<file path="src/verilog/ptp_cfg_consts.svh">
/*
 * register offsets, field positions, reset values and clock rates
 * for the clock output and status frame configuration bank.
 * assumes: included by bare name, before any package import.
 */
`ifndef PTP_CFG_CONSTS_SVH
`define PTP_CFG_CONSTS_SVH

// ----------------------------------------------------------------------
// page selection
// ----------------------------------------------------------------------
`define PAGE_SEL_ADDR 5'h13
`define PAGE_W 3
`define PAGE_TEMP_RATE 3'h5
`define PAGE_CONFIG 3'h6

// ----------------------------------------------------------------------
// register offsets
// ----------------------------------------------------------------------
`define TRDL_ADDR 5'h1E
`define TRDH_ADDR 5'h1F
`define COC_ADDR 5'h14
`define HDR_ADDR 5'h15
`define SA_HIGH_ADDR 5'h16
`define SA_LOW_ADDR 5'h17
`define SEED_ADDR 5'h18

// ----------------------------------------------------------------------
// fields, masks and reset values
// ----------------------------------------------------------------------
`define COC_EN_BIT 15
`define COC_SEL_BIT 14
`define COC_SPEED_BIT 13
`define COC_DIV_MSB 7
`define COC_RESET 16'h800A
`define COC_WMASK 16'hE0FF
`define TRDH_MSB 9
`define TRDH_WMASK 16'h03FF
`define DUR_W 26
`define DIV_MIN 8'h02
`define ZERO16 16'h0000

// ----------------------------------------------------------------------
// timing
// ----------------------------------------------------------------------
`define ROOT_CLK_MHZ 250
`define MCLK_MHZ 20

`endif

</file>
<file path="src/verilog/ptp_cfg_pkg.sv">
/*
 * types shared by the configuration bank and its helpers.
 * assumes: compiled before every module that imports it.
 */
package ptp_cfg_pkg;
    // duration timer states
    typedef enum logic [0:0] {
        TIMER_IDLE,
        TIMER_RUN
    } timer_state_type;
endpackage

</file>
<file path="src/verilog/ptp_clkout_status_frame_cfg.sv">
/*
 * paged configuration bank: temporary-rate duration, divide-by-n clock
 * output control and status frame header templates.
 * assumes: management writes/reads arrive as one-cycle strobes on mclk_in,
 * root clock edges arrive as enables, reference cycles as ref_tick_in.
 */
//
// Contract
// - duration high ten bits in bits 9:0
// - duration low sixteen bits, one joint count
// - duration kept across temporary rate uses
// - duration counted in reference clock cycles
// - reserved bits ignore writes, read zero
// - config registers visible only on page six
// - bit 15 enables divided clock output
// - bit 14 picks phase generator or oscillator
// - bit 13 selects fast pin edges
// - output divides root clock by bits 7:0
// - divider values two through 255 supported
// - divider zero or one stops output
// - header word leads every status frame header
// - header word field layout, reset zero
// - status frames reach local mac receive path
// - first source address half, msb low
// - second source address half, third low
// - fourth register seeds ip checksum
// - checksum adds length and identification
`timescale 1ns/1ps
`include "ptp_cfg_consts.svh"

module ptp_clkout_status_frame_cfg import ptp_cfg_pkg::*; #(
    parameter int DIV_W = 8,
    parameter int DUR_W = `DUR_W
) (
    // clock and reset
    input wire logic mclk_in,
    input wire logic rst_in,
    // management register access
    input wire logic [4:0] reg_addr_in,
    input wire logic reg_wr_in,
    input wire logic reg_rd_in,
    input wire logic [15:0] reg_wdata_in,
    output logic [15:0] reg_rdata_out,
    // temporary rate
    input wire logic temp_rate_start_in,
    input wire logic ref_tick_in,
    output logic temp_rate_active_out,
    output logic temp_rate_expired_out,
    // divided clock output
    input wire logic phase_gen_tick_in,
    input wire logic osc_tick_in,
    output logic clock_output_out,
    output logic clock_pin_edge_speed_out,
    // status frame templates
    output logic [3:0] header_message_kind_out,
    output logic [3:0] header_transport_field_out,
    output logic [3:0] header_version_field_out,
    output logic [3:0] header_reserved_nibble_out,
    output logic [15:0] header_word_out,
    output logic [7:0] source_addr_first_byte_out,
    output logic [7:0] source_addr_second_byte_out,
    output logic [7:0] source_addr_third_byte_out,
    output logic [7:0] source_addr_fourth_byte_out,
    // ip checksum assist
    input wire logic [15:0] total_length_in,
    input wire logic [15:0] identification_in,
    output logic [15:0] ip_checksum_out
);

    // ------------------------------------------------------------------
    // helpers
    // ------------------------------------------------------------------

    // address hit on a given page
    function automatic logic hit(input logic [4:0] addr,
        input logic [`PAGE_W-1:0] page, input logic [4:0] want_addr,
        input logic [`PAGE_W-1:0] want_page);
        hit = (addr == want_addr) && (page == want_page);
    endfunction

    // ones-complement 16-bit addition with end-around carry
    function automatic logic [15:0] ones_add(input logic [15:0] a,
        input logic [15:0] b);
        logic [16:0] sum;
        sum = {1'b0, a} + {1'b0, b};
        ones_add = sum[15:0] + {15'h0000, sum[16]};
    endfunction

    // ------------------------------------------------------------------
    // register state
    // ------------------------------------------------------------------
    logic [`PAGE_W-1:0] page_reg;
    logic [15:0] trdl_reg;
    logic [9:0] trdh_reg;
    logic [15:0] coc_reg;
    logic [15:0] hdr_reg;
    logic [15:0] sa_high_reg;
    logic [15:0] sa_low_reg;
    logic [15:0] seed_reg;
    logic [15:0] rdata_next;
    logic [15:0] csum_next;
    logic root_tick;

    // page selection, reachable from every page
    always_ff @(posedge mclk_in) begin
        if (rst_in) begin
            page_reg <= '0;
        end else if (reg_wr_in && reg_addr_in == `PAGE_SEL_ADDR) begin
            page_reg <= reg_wdata_in[`PAGE_W-1:0];
        end
    end

    // temporary-rate duration registers, page five
    always_ff @(posedge mclk_in) begin
        if (rst_in) begin
            trdl_reg <= `ZERO16;
            trdh_reg <= '0;
        end else if (reg_wr_in) begin
            if (hit(reg_addr_in, page_reg, `TRDL_ADDR, `PAGE_TEMP_RATE)) begin
                trdl_reg <= reg_wdata_in;
            end
            if (hit(reg_addr_in, page_reg, `TRDH_ADDR, `PAGE_TEMP_RATE)) begin
                trdh_reg <= reg_wdata_in[`TRDH_MSB:0];
            end
        end
    end

    // clock output control, page six
    always_ff @(posedge mclk_in) begin
        if (rst_in) begin
            coc_reg <= `COC_RESET;
        end else if (reg_wr_in &&
            hit(reg_addr_in, page_reg, `COC_ADDR, `PAGE_CONFIG)) begin
            coc_reg <= reg_wdata_in & `COC_WMASK;
        end
    end

    // status frame templates, page six
    always_ff @(posedge mclk_in) begin
        if (rst_in) begin
            hdr_reg <= `ZERO16;
            sa_high_reg <= `ZERO16;
            sa_low_reg <= `ZERO16;
            seed_reg <= `ZERO16;
        end else if (reg_wr_in) begin
            if (hit(reg_addr_in, page_reg, `HDR_ADDR, `PAGE_CONFIG)) begin
                hdr_reg <= reg_wdata_in;
            end
            if (hit(reg_addr_in, page_reg, `SA_HIGH_ADDR, `PAGE_CONFIG)) begin
                sa_high_reg <= reg_wdata_in;
            end
            if (hit(reg_addr_in, page_reg, `SA_LOW_ADDR, `PAGE_CONFIG)) begin
                sa_low_reg <= reg_wdata_in;
            end
            if (hit(reg_addr_in, page_reg, `SEED_ADDR, `PAGE_CONFIG)) begin
                seed_reg <= reg_wdata_in;
            end
        end
    end

    // ------------------------------------------------------------------
    // read path
    // ------------------------------------------------------------------

    // read mux; other pages and unmapped offsets read zero
    always_comb begin
        rdata_next = `ZERO16;
        if (reg_addr_in == `PAGE_SEL_ADDR) begin
            rdata_next = {13'h0000, page_reg};
        end else if (page_reg == `PAGE_TEMP_RATE) begin
            if (reg_addr_in == `TRDL_ADDR) begin
                rdata_next = trdl_reg;
            end else if (reg_addr_in == `TRDH_ADDR) begin
                rdata_next = {6'h00, trdh_reg};
            end
        end else if (page_reg == `PAGE_CONFIG) begin
            case (reg_addr_in)
                `COC_ADDR: rdata_next = coc_reg;
                `HDR_ADDR: rdata_next = hdr_reg;
                `SA_HIGH_ADDR: rdata_next = sa_high_reg;
                `SA_LOW_ADDR: rdata_next = sa_low_reg;
                `SEED_ADDR: rdata_next = seed_reg;
                default: rdata_next = `ZERO16;
            endcase
        end
    end

    // registered read data, one cycle after the read strobe
    always_ff @(posedge mclk_in) begin
        if (rst_in) begin
            reg_rdata_out <= `ZERO16;
        end else if (reg_rd_in) begin
            reg_rdata_out <= rdata_next;
        end
    end

    // ------------------------------------------------------------------
    // temporary rate duration
    // ------------------------------------------------------------------

    // the rate logic arms the timer; software loads duration beforehand
    temp_rate_timer #(
        .DUR_W(DUR_W)
    ) u_timer (
        .mclk_in(mclk_in),
        .rst_in(rst_in),
        .start_in(temp_rate_start_in),
        .ref_tick_in(ref_tick_in),
        .duration_in({trdh_reg, trdl_reg}),
        .active_out(temp_rate_active_out),
        .expire_out(temp_rate_expired_out)
    );

    // ------------------------------------------------------------------
    // divided clock output
    // ------------------------------------------------------------------

    // root source choice for the divider
    assign root_tick = coc_reg[`COC_SEL_BIT] ? phase_gen_tick_in
        : osc_tick_in;

    clkout_divider #(
        .DIV_W(DIV_W)
    ) u_divider (
        .mclk_in(mclk_in),
        .rst_in(rst_in),
        .root_tick_in(root_tick),
        .enable_in(coc_reg[`COC_EN_BIT]),
        .div_in(coc_reg[`COC_DIV_MSB:0]),
        .clk_out(clock_output_out)
    );

    // pad speed control straight from the register
    assign clock_pin_edge_speed_out = coc_reg[`COC_SPEED_BIT];

    // ------------------------------------------------------------------
    // status frame templates
    // ------------------------------------------------------------------

    // header fields for the frame builder on the receive data path
    assign header_word_out = hdr_reg;
    assign header_message_kind_out = hdr_reg[3:0];
    assign header_transport_field_out = hdr_reg[7:4];
    assign header_version_field_out = hdr_reg[11:8];
    assign header_reserved_nibble_out = hdr_reg[15:12];

    // ipv4 source address bytes, most significant first
    assign source_addr_first_byte_out = sa_high_reg[7:0];
    assign source_addr_second_byte_out = sa_high_reg[15:8];
    assign source_addr_third_byte_out = sa_low_reg[7:0];
    assign source_addr_fourth_byte_out = sa_low_reg[15:8];

    // final checksum: seed plus length plus identification
    assign csum_next = ones_add(ones_add(seed_reg, total_length_in),
        identification_in);

    always_ff @(posedge mclk_in) begin
        if (rst_in) begin
            ip_checksum_out <= `ZERO16;
        end else begin
            ip_checksum_out <= csum_next;
        end
    end
endmodule // ptp_clkout_status_frame_cfg

</file>
<file path="src/verilog/clkout_divider.sv">
/*
 * divide-by-n clock output, stepped by root clock edge enables.
 * assumes: one root tick per root clock edge, div and enable stable-ish.
 */
`timescale 1ns/1ps
`include "ptp_cfg_consts.svh"

module clkout_divider import ptp_cfg_pkg::*; #(
    parameter int DIV_W = 8
) (
    // clock and reset
    input wire logic mclk_in,
    input wire logic rst_in,
    // control
    input wire logic root_tick_in,
    input wire logic enable_in,
    input wire logic [DIV_W-1:0] div_in,
    // divided clock
    output logic clk_out
);
    logic [DIV_W-1:0] cnt_reg;
    logic [DIV_W-1:0] cnt_next;
    logic run;

    // divider runs only when enabled and value is legal
    assign run = enable_in && (div_in >= `DIV_MIN);
    assign cnt_next = (cnt_reg >= div_in - 1'b1) ? '0 : cnt_reg + 1'b1;

    // phase counter and output level; parked at all ones while stopped
    // so the first tick after a restart opens a high phase
    always_ff @(posedge mclk_in) begin
        if (rst_in || !run) begin
            cnt_reg <= '1;
            clk_out <= 1'b0;
        end else if (root_tick_in) begin
            cnt_reg <= cnt_next;
            clk_out <= cnt_next < (div_in >> 1);
        end
    end
endmodule // clkout_divider

</file>
<file path="src/verilog/temp_rate_timer.sv">
/*
 * temporary-rate duration timer counting reference clock cycles.
 * assumes: start pulse comes from the rate logic on its low-word write.
 */
`timescale 1ns/1ps
`include "ptp_cfg_consts.svh"

module temp_rate_timer import ptp_cfg_pkg::*; #(
    parameter int DUR_W = `DUR_W
) (
    // clock and reset
    input wire logic mclk_in,
    input wire logic rst_in,
    // control
    input wire logic start_in,
    input wire logic ref_tick_in,
    input wire logic [DUR_W-1:0] duration_in,
    // status
    output logic active_out,
    output logic expire_out
);
    timer_state_type state_reg;
    logic [DUR_W-1:0] remain_reg;

    // load on start, count reference cycles, fall back when done
    always_ff @(posedge mclk_in) begin
        if (rst_in) begin
            state_reg <= TIMER_IDLE;
            remain_reg <= '0;
            expire_out <= 1'b0;
        end else begin
            expire_out <= 1'b0;
            case (state_reg)
                TIMER_IDLE: begin
                    if (start_in && duration_in != '0) begin
                        remain_reg <= duration_in;
                        state_reg <= TIMER_RUN;
                    end
                end
                TIMER_RUN: begin
                    if (start_in) begin
                        remain_reg <= duration_in;
                        if (duration_in == '0) begin
                            state_reg <= TIMER_IDLE;
                        end
                    end else if (ref_tick_in) begin
                        remain_reg <= remain_reg - 1'b1;
                        if (remain_reg == {{(DUR_W-1){1'b0}}, 1'b1}) begin
                            state_reg <= TIMER_IDLE;
                            expire_out <= 1'b1;
                        end
                    end
                end
                default: state_reg <= TIMER_IDLE;
            endcase
        end
    end

    assign active_out = (state_reg == TIMER_RUN);
endmodule // temp_rate_timer

</file>
<file path="config.mk">
export PLATFORM = sky130hd
export DESIGN_NAME = ptp_clkout_status_frame_cfg
export DESIGN_NICKNAME = d
export VERILOG_FILES = /design/src/verilog/ptp_cfg_pkg.sv /design/src/verilog/ptp_clkout_status_frame_cfg.sv /design/src/verilog/clkout_divider.sv /design/src/verilog/temp_rate_timer.sv
export VERILOG_INCLUDE_DIRS = /design/src /design/src/verilog
export SDC_FILE = /design/constraint.sdc
export NUM_CORES = 1
export LEC_CHECK = 0
export BUFFER_PORTS_ARGS = -buffer_cell sky130_fd_sc_hd__buf_2
export CELL_PAD_IN_SITES_DETAIL_PLACEMENT = 0
export CELL_PAD_IN_SITES_GLOBAL_PLACEMENT = 2
export CORE_UTILIZATION = 35
export CTS_BUF_LIST = sky130_fd_sc_hd__clkbuf_8 sky130_fd_sc_hd__clkbuf_16
export CTS_CLUSTER_DIAMETER = 120
export DETAILED_ROUTE_END_ITERATION = 12
export GPL_TIMING_DRIVEN = 0
export PLACE_DENSITY_LB_ADDON = 0.1
export SLEW_MARGIN = 20
export SYNTH_ARGS = -nofsm -noshare
export SYNTH_HDL_FRONTEND = slang
export SYNTH_SLANG_ARGS = --single-unit
</file>
<file path="constraint.sdc">
create_clock -name mclk_in -period 9.83 [get_ports mclk_in]
set_input_delay 1.4745 -clock mclk_in [delete_from_list [all_inputs] [get_ports mclk_in]]
set_output_delay 1.4745 -clock mclk_in [all_outputs]
set_load 0.02 [all_outputs]
</file>
==> metrics.yaml, run 1 <==
sta:
  slew_violations: 0
  hold_viol_final: 0
  finClkSkew_ps: 18.7
  max_slew_margin_pct: 42.2
  fin_crit_ps: 7910
  finalCritPeriodShare_pct: 80.5
  fmax_ghz: 0.126
  worst_slack_ps: 1920
  worst_pin_slew_ps: 860
  setup_viol: 0
  setup-tns-final_ps: 0
  rsz0062_at_grt: "false"
floorplan:
  die_h_um: 174
  core_um2: 28900
  die_w_um: 174
  fp-row-count: 62
  initial_core_util_pct: 35.7
  boundaryPins: 161
  dieArea_um2: 30100
grt:
  antenna_found_initial: 1
  grt_usage_pct: 26.1
  grt_pass1_wl_mm: 59.5
  grt_pass1_vias: 9674
  grt_max_degree: 21
  overflow: 0
cts:
  cts_hold_buf: 0
  cts.sinks: 173
  ctsLongestPathBuffers: 2
  clkTransAtPathRegs_ps: 80
  clk_latency_ps: 450
  ctsResizeCount: 0
  htreeDepth: 4
  cts-buffers-inserted: 17
  post_cts.repair.setup_buffers: 0
  cts_root_buf: "clkbuf_16"
  cts_tree: "built"
finish:
  final_util_pct: 42.3
  final_cell_mix: "nand2_1 (256), dfxtp_1 (173), buf_2 (158)"
  drive_above_1_share_pct: 16.7
  syn_to_final_growth_pct: 18.3
  layout_commonest_cell: "nand2_1"
  largest_reg_flops: 26
  fin_area_um2: 12200
  n_fill_cell: 3082
  nets: 1610
pwr:
  powerDensity_nw_per_um2: 137
  leakagePower_nw: 4.81
  p_total_w: 0.00167
  ir_worst_vdd_uv: 112
logic_synthesis:
  synth_flop_cell: "dfxtp_1"
  synth_cell_types: 72
  yosysTopAreaCellShare_pct: 33.6
  ys_ff_latch: 173
  syn_inst: 1314
  synth_nets: 1436
  synth_area_per_cell_um2: 7.84
  yosysWarnings: 0
  synthTopCellsByArea: "dfxtp_1 (34%), nand2_1 (9.3%), ha_1 (7.2%), a21oi_1 (6.8%), nor2_1 (3.5%)"
  netlist.top_cell.by_area: "dfxtp_1"
  synthArstFlopShare_pct: 0
  netlist_area_um2: 10300
  yosysSeqAreaShare_pct: 33.6
  synth_edf_count: 0
run_status:
  status: "finished clean"
worst_setup_path:
  cp.buffers_inverters: 3
  cp_common_cell: "ha_1"
  startpoint: "total_length_in[0]"
  cp-end-kind: "register"
  max_stage_delay_ps: 530
  crit_type: "input port to register"
  cp.required_ps: 10200
  reg2reg_from: "seed_reg[0]"
  cp_max_fo: 10
  critPathTopFamily: "compound AO/OA/AOI/OAI gates"
  slowest_stage: "nor4_1"
  crit_arrival_ps: 8280
  crit_path_start_kind: "input port"
route:
  num_vias: 10300
  post_drt_wl_per_cell_um: 20.8
  avgViaCountPerCell: 5.46
  drtAntennaViolNets: 0
  drt_iter0_drc: 807
  route.detailed.drc: 0
  firstDrtPassIters: 5
  routed_wl_mm: 39.3
placement:
  dpl-instance-area_um2: 11600
  post-place-ws_ps: 1560
  portBuffers: 155
  routabilityCongestion: 0.870
  dp_hpwl_mm: 30.3
min_path:
  hold_path_class: "register to register"
  hp-start: "sa_low_reg[12]"
run:
  drv_cap: 0
## metal layers
layer | wire length, um | GRT usage, % | share of wire, % | vias to the layer above
li1 | - | - | - | 5051
met1 | 18700 | 36.9 | 48 | 4853
met2 | 17200 | 40.2 | 44 | 350
met3 | 2640 | 5.35 | 6.7 | 47
met4 | 746 | 7.27 | 1.9 | 0
met5 | 0 | 0 | 0 | -
## final cells by class
type                            instances  area [um^2]  area share [%]
Multi-Input combinational cell       1021         6310            51.7
Sequential cell                       173         3460            28.4
Timing Repair Buffer                  155          776            6.36
Tap cell                              384          480            3.94
Buffer                                 90          438            3.59
Clock buffer                           17          425            3.49
Clock inverter                         15          190            1.56
Inverter                               30          113           0.923
Antenna cell                            1         2.50          0.0205
## logic make-up after synthesis
| family | count (synthesis) | share of synthesized area [%] |
|---|---|---|
| DFF | 173 | 33.6 |
| AOI/OAI and AO/OA | 354 | 21.9 |
| buffers and inverters | 120 | 5.34 |
| xor gates and xnor gates | 54 | 4.59 |
| muxes | 25 | 3.85 |
| adders and majority gates | 61 | 7.55 |
| and+or+nand+nor | 527 | 23.2 |
## tightest hold or removal path: stages, from the launching register on
cell,delay (ps)
dfxtp_1,330
nand2_1,60
a21oi_1,50
## cell usage after synthesis, types with 11 or more instances
cell / n
nand2_1: 256
or3_1: 14
o21ai_0: 59
inv_1: 30
nand3_1: 43
xnor2_1: 33
nor2_1: 97
a21o_1: 18
clkbuf_1: 63
a21oi_1: 140
nand4_1: 12
a211oi_1: 26
nor3_1: 29
nor4_1: 17
and3_1: 15
a22o_1: 15
buf_4: 19
ha_1: 59
xor2_1: 21
dfxtp_1: 173
mux4_2: 11
a22oi_1: 26
## final timing paths
check / end / slack [ps] / cells after the start
max: ip_checksum_out[14] / 1920 / 32
min reg2reg: sa_low_reg[12] / 470 / 2
min: sa_low_reg[12] / 470 / 2
max reg2reg: ip_checksum_out[14] / 2650 / 31
## power breakdown
group / internal, W / switching (W) / total [W]
Sequential: 0.000716 / 0.00000851 / 0.000724
Clock: 0.000348 / 0.000361 / 0.000709
Combinational: 0.0000861 / 0.000152 / 0.000238
## through the flow
step           instances  hold slack, ps
2_1_floorplan       1314             446
3_3_place_gp        1853             452
3_5_place_dp        1853             462
4_1_cts             1885             475
5_1_grt             1885             487
6_report            1886             475
(Power assumes the default switching activity.)
==> run 2: changes to the inputs <==
CORE_UTILIZATION = 30   (was 35)
clock period = 6.7 ns   (was 9.83 ns; I/O delays follow)
==> metrics.yaml, run 2 (synthesis gave the netlist of run 1 again) <==
sta:
  hold_slack_ps: 474
  fin_crit_ps: 6450
  setup-tns-final_ps: 0
  worst_pin_slew_ps: 1050
  fmax_ghz: 0.155
  finalCritPeriodShare_pct: 96.3
  hold_viol_final: 0
  setup_viol: 0
  slew_violations: 0
  max_slew_margin_pct: 29.7
  finClkSkew_ps: 12.3
placement:
  routabilityCongestion: 0.823
  dp_hpwl_mm: 31.6
  portBuffers: 155
min_path:
  hold_path_class: "register to register"
worst_setup_path:
  startpoint: "total_length_in[0]"
  cp.required_ps: 7060
  cp-end-kind: "register"
  cp_max_fo: 9
  cp-endpoint: "ip_checksum_out[14]"
  crit_arrival_ps: 6810
  reg2reg_from: "seed_reg[0]"
  max_stage_delay_ps: 370
  ff2ff_setup_slack_ps: 520
  crit_path_start_kind: "input port"
  reg2regPathDepth: 28
  crit_type: "input port to register"
  slowest_stage: "fa_2"
  r2r-end: "ip_checksum_out[14]"
cts:
  cts.sinks: 173
  cts_tree: "built"
  clkTransAtPathRegs_ps: 70
  ctsLongestPathBuffers: 2
  cts-buffers-inserted: 17
  clk_latency_ps: 440
  cts_root_buf: "clkbuf_16"
  htreeDepth: 4
route:
  routed_wl_mm: 41.4
  route.detailed.drc: 0
  firstDrtPassIters: 5
  drt_iter0_drc: 686
  post_drt_wl_per_cell_um: 21.1
  num_vias: 10400
  avgViaCountPerCell: 5.33
  drtAntennaViolNets: 0
pwr:
  powerDensity_nw_per_um2: 193
  p_total_w: 0.00241
  leakagePower_nw: 4.87
  ir_worst_vdd_uv: 181
floorplan:
  die_h_um: 187
  fp-row-count: 67
  initial_core_util_pct: 30.6
  core_um2: 33700
  die_w_um: 187
  boundaryPins: 161
  dieArea_um2: 35100
grt:
  overflow: 0
  antenna_found_initial: 5
  top_usage_layer: "met2"
  use_met3_pct: 4.43
  grt_usage_pct: 23.3
  grt_pass1_wl_mm: 61.4
  met2_usage_pct: 35.1
  grt_pass1_vias: 9725
  global_route.usage.met1_pct: 33.8
  grt_max_degree: 17
finish:
  layout_commonest_cell: "nand2_1"
  largest_reg_flops: 26
  syn_to_final_growth_pct: 21.1
  final_cell_mix: "nand2_1 (255), dfxtp_1 (173), buf_2 (158)"
  nets: 1619
  drive_above_1_share_pct: 19.5
  n_fill_cell: 3613
run_status:
  status: "finished clean"
run:
  drv_cap: 0
## run 2: cell types whose count changed in the layout (fill, tap and decap cells not counted), sizes merged
cell      previous run  this run
clkinv               8         6
inv                 37        35
buf                181       193
clkinvlp             0         1
## run 2: metrics by stage
step	std cells	cell area, um^2	utilization, %	worst slack [ps]
final	1959	12500	37.0	251
after global routing	1958	12500	37.0	-72.4
after CTS	1953	12300	36.5	-29.4
after detailed placement	1917	11700	34.6	-1190
after global placement	1917	11600	34.5	-1220
after floorplan	1314	10300	-	121
## run 2: what timing repair did
action,CTS,global route
cloned,0,0
setup endpoints to repair,16,15
buffers inserted,6,5
hold buffers,0,0
gates resized for setup,19,30
pin swaps,13,23
## run 2: cell type report
class	instances	area, um^2	share of cell area (%)
flip-flops and latches	173	3460	27.8
repair buffers	166	858	6.88
multi-input cells	1021	6490	52.0
diodes	1	2.50	0.0201
well taps	448	561	4.49
plain buffers	88	438	3.51
clock inverters	12	86.3	0.692
inverters	30	113	0.902
clock buffers	20	467	3.74
## run 2: critical path: cells and delay by family
family / cells / cell delay [ps]
buffers and inverters: 3 / 310
AND/OR/NAND/NOR: 9 / 1860
XOR/XNOR: 1 / 150
multiplexers: 1 / 300
adder cells (fa/ha/maj): 5 / 1140
AO/OA/AOI/OAI: 10 / 2020
## run 2: worst min path at each step
stage,from,end,cells after the start
after floorplan,coc_reg[6],coc_reg[6],2
after global placement,sa_low_reg[4],sa_low_reg[4],2
after detailed placement,sa_low_reg[4],sa_low_reg[4],2
after CTS,sa_low_reg[8],sa_low_reg[8],2
after global routing,sa_low_reg[1],sa_low_reg[1],2
final,sa_high_reg[4],sa_high_reg[4],2
## run 2: layer usage
layer  up-vias  part of all wire, %
li1       5067                    -
met1      4986                   50
met2       334                   43
met3        37                  5.9
met4         8                  1.4
met5         -                0.097
## run 2: power by group
group          total [W]  switching, W  internal, W
Clock           0.000971      0.000462     0.000508
Combinational   0.000371      0.000234     0.000137
Sequential       0.00106     0.0000135      0.00105
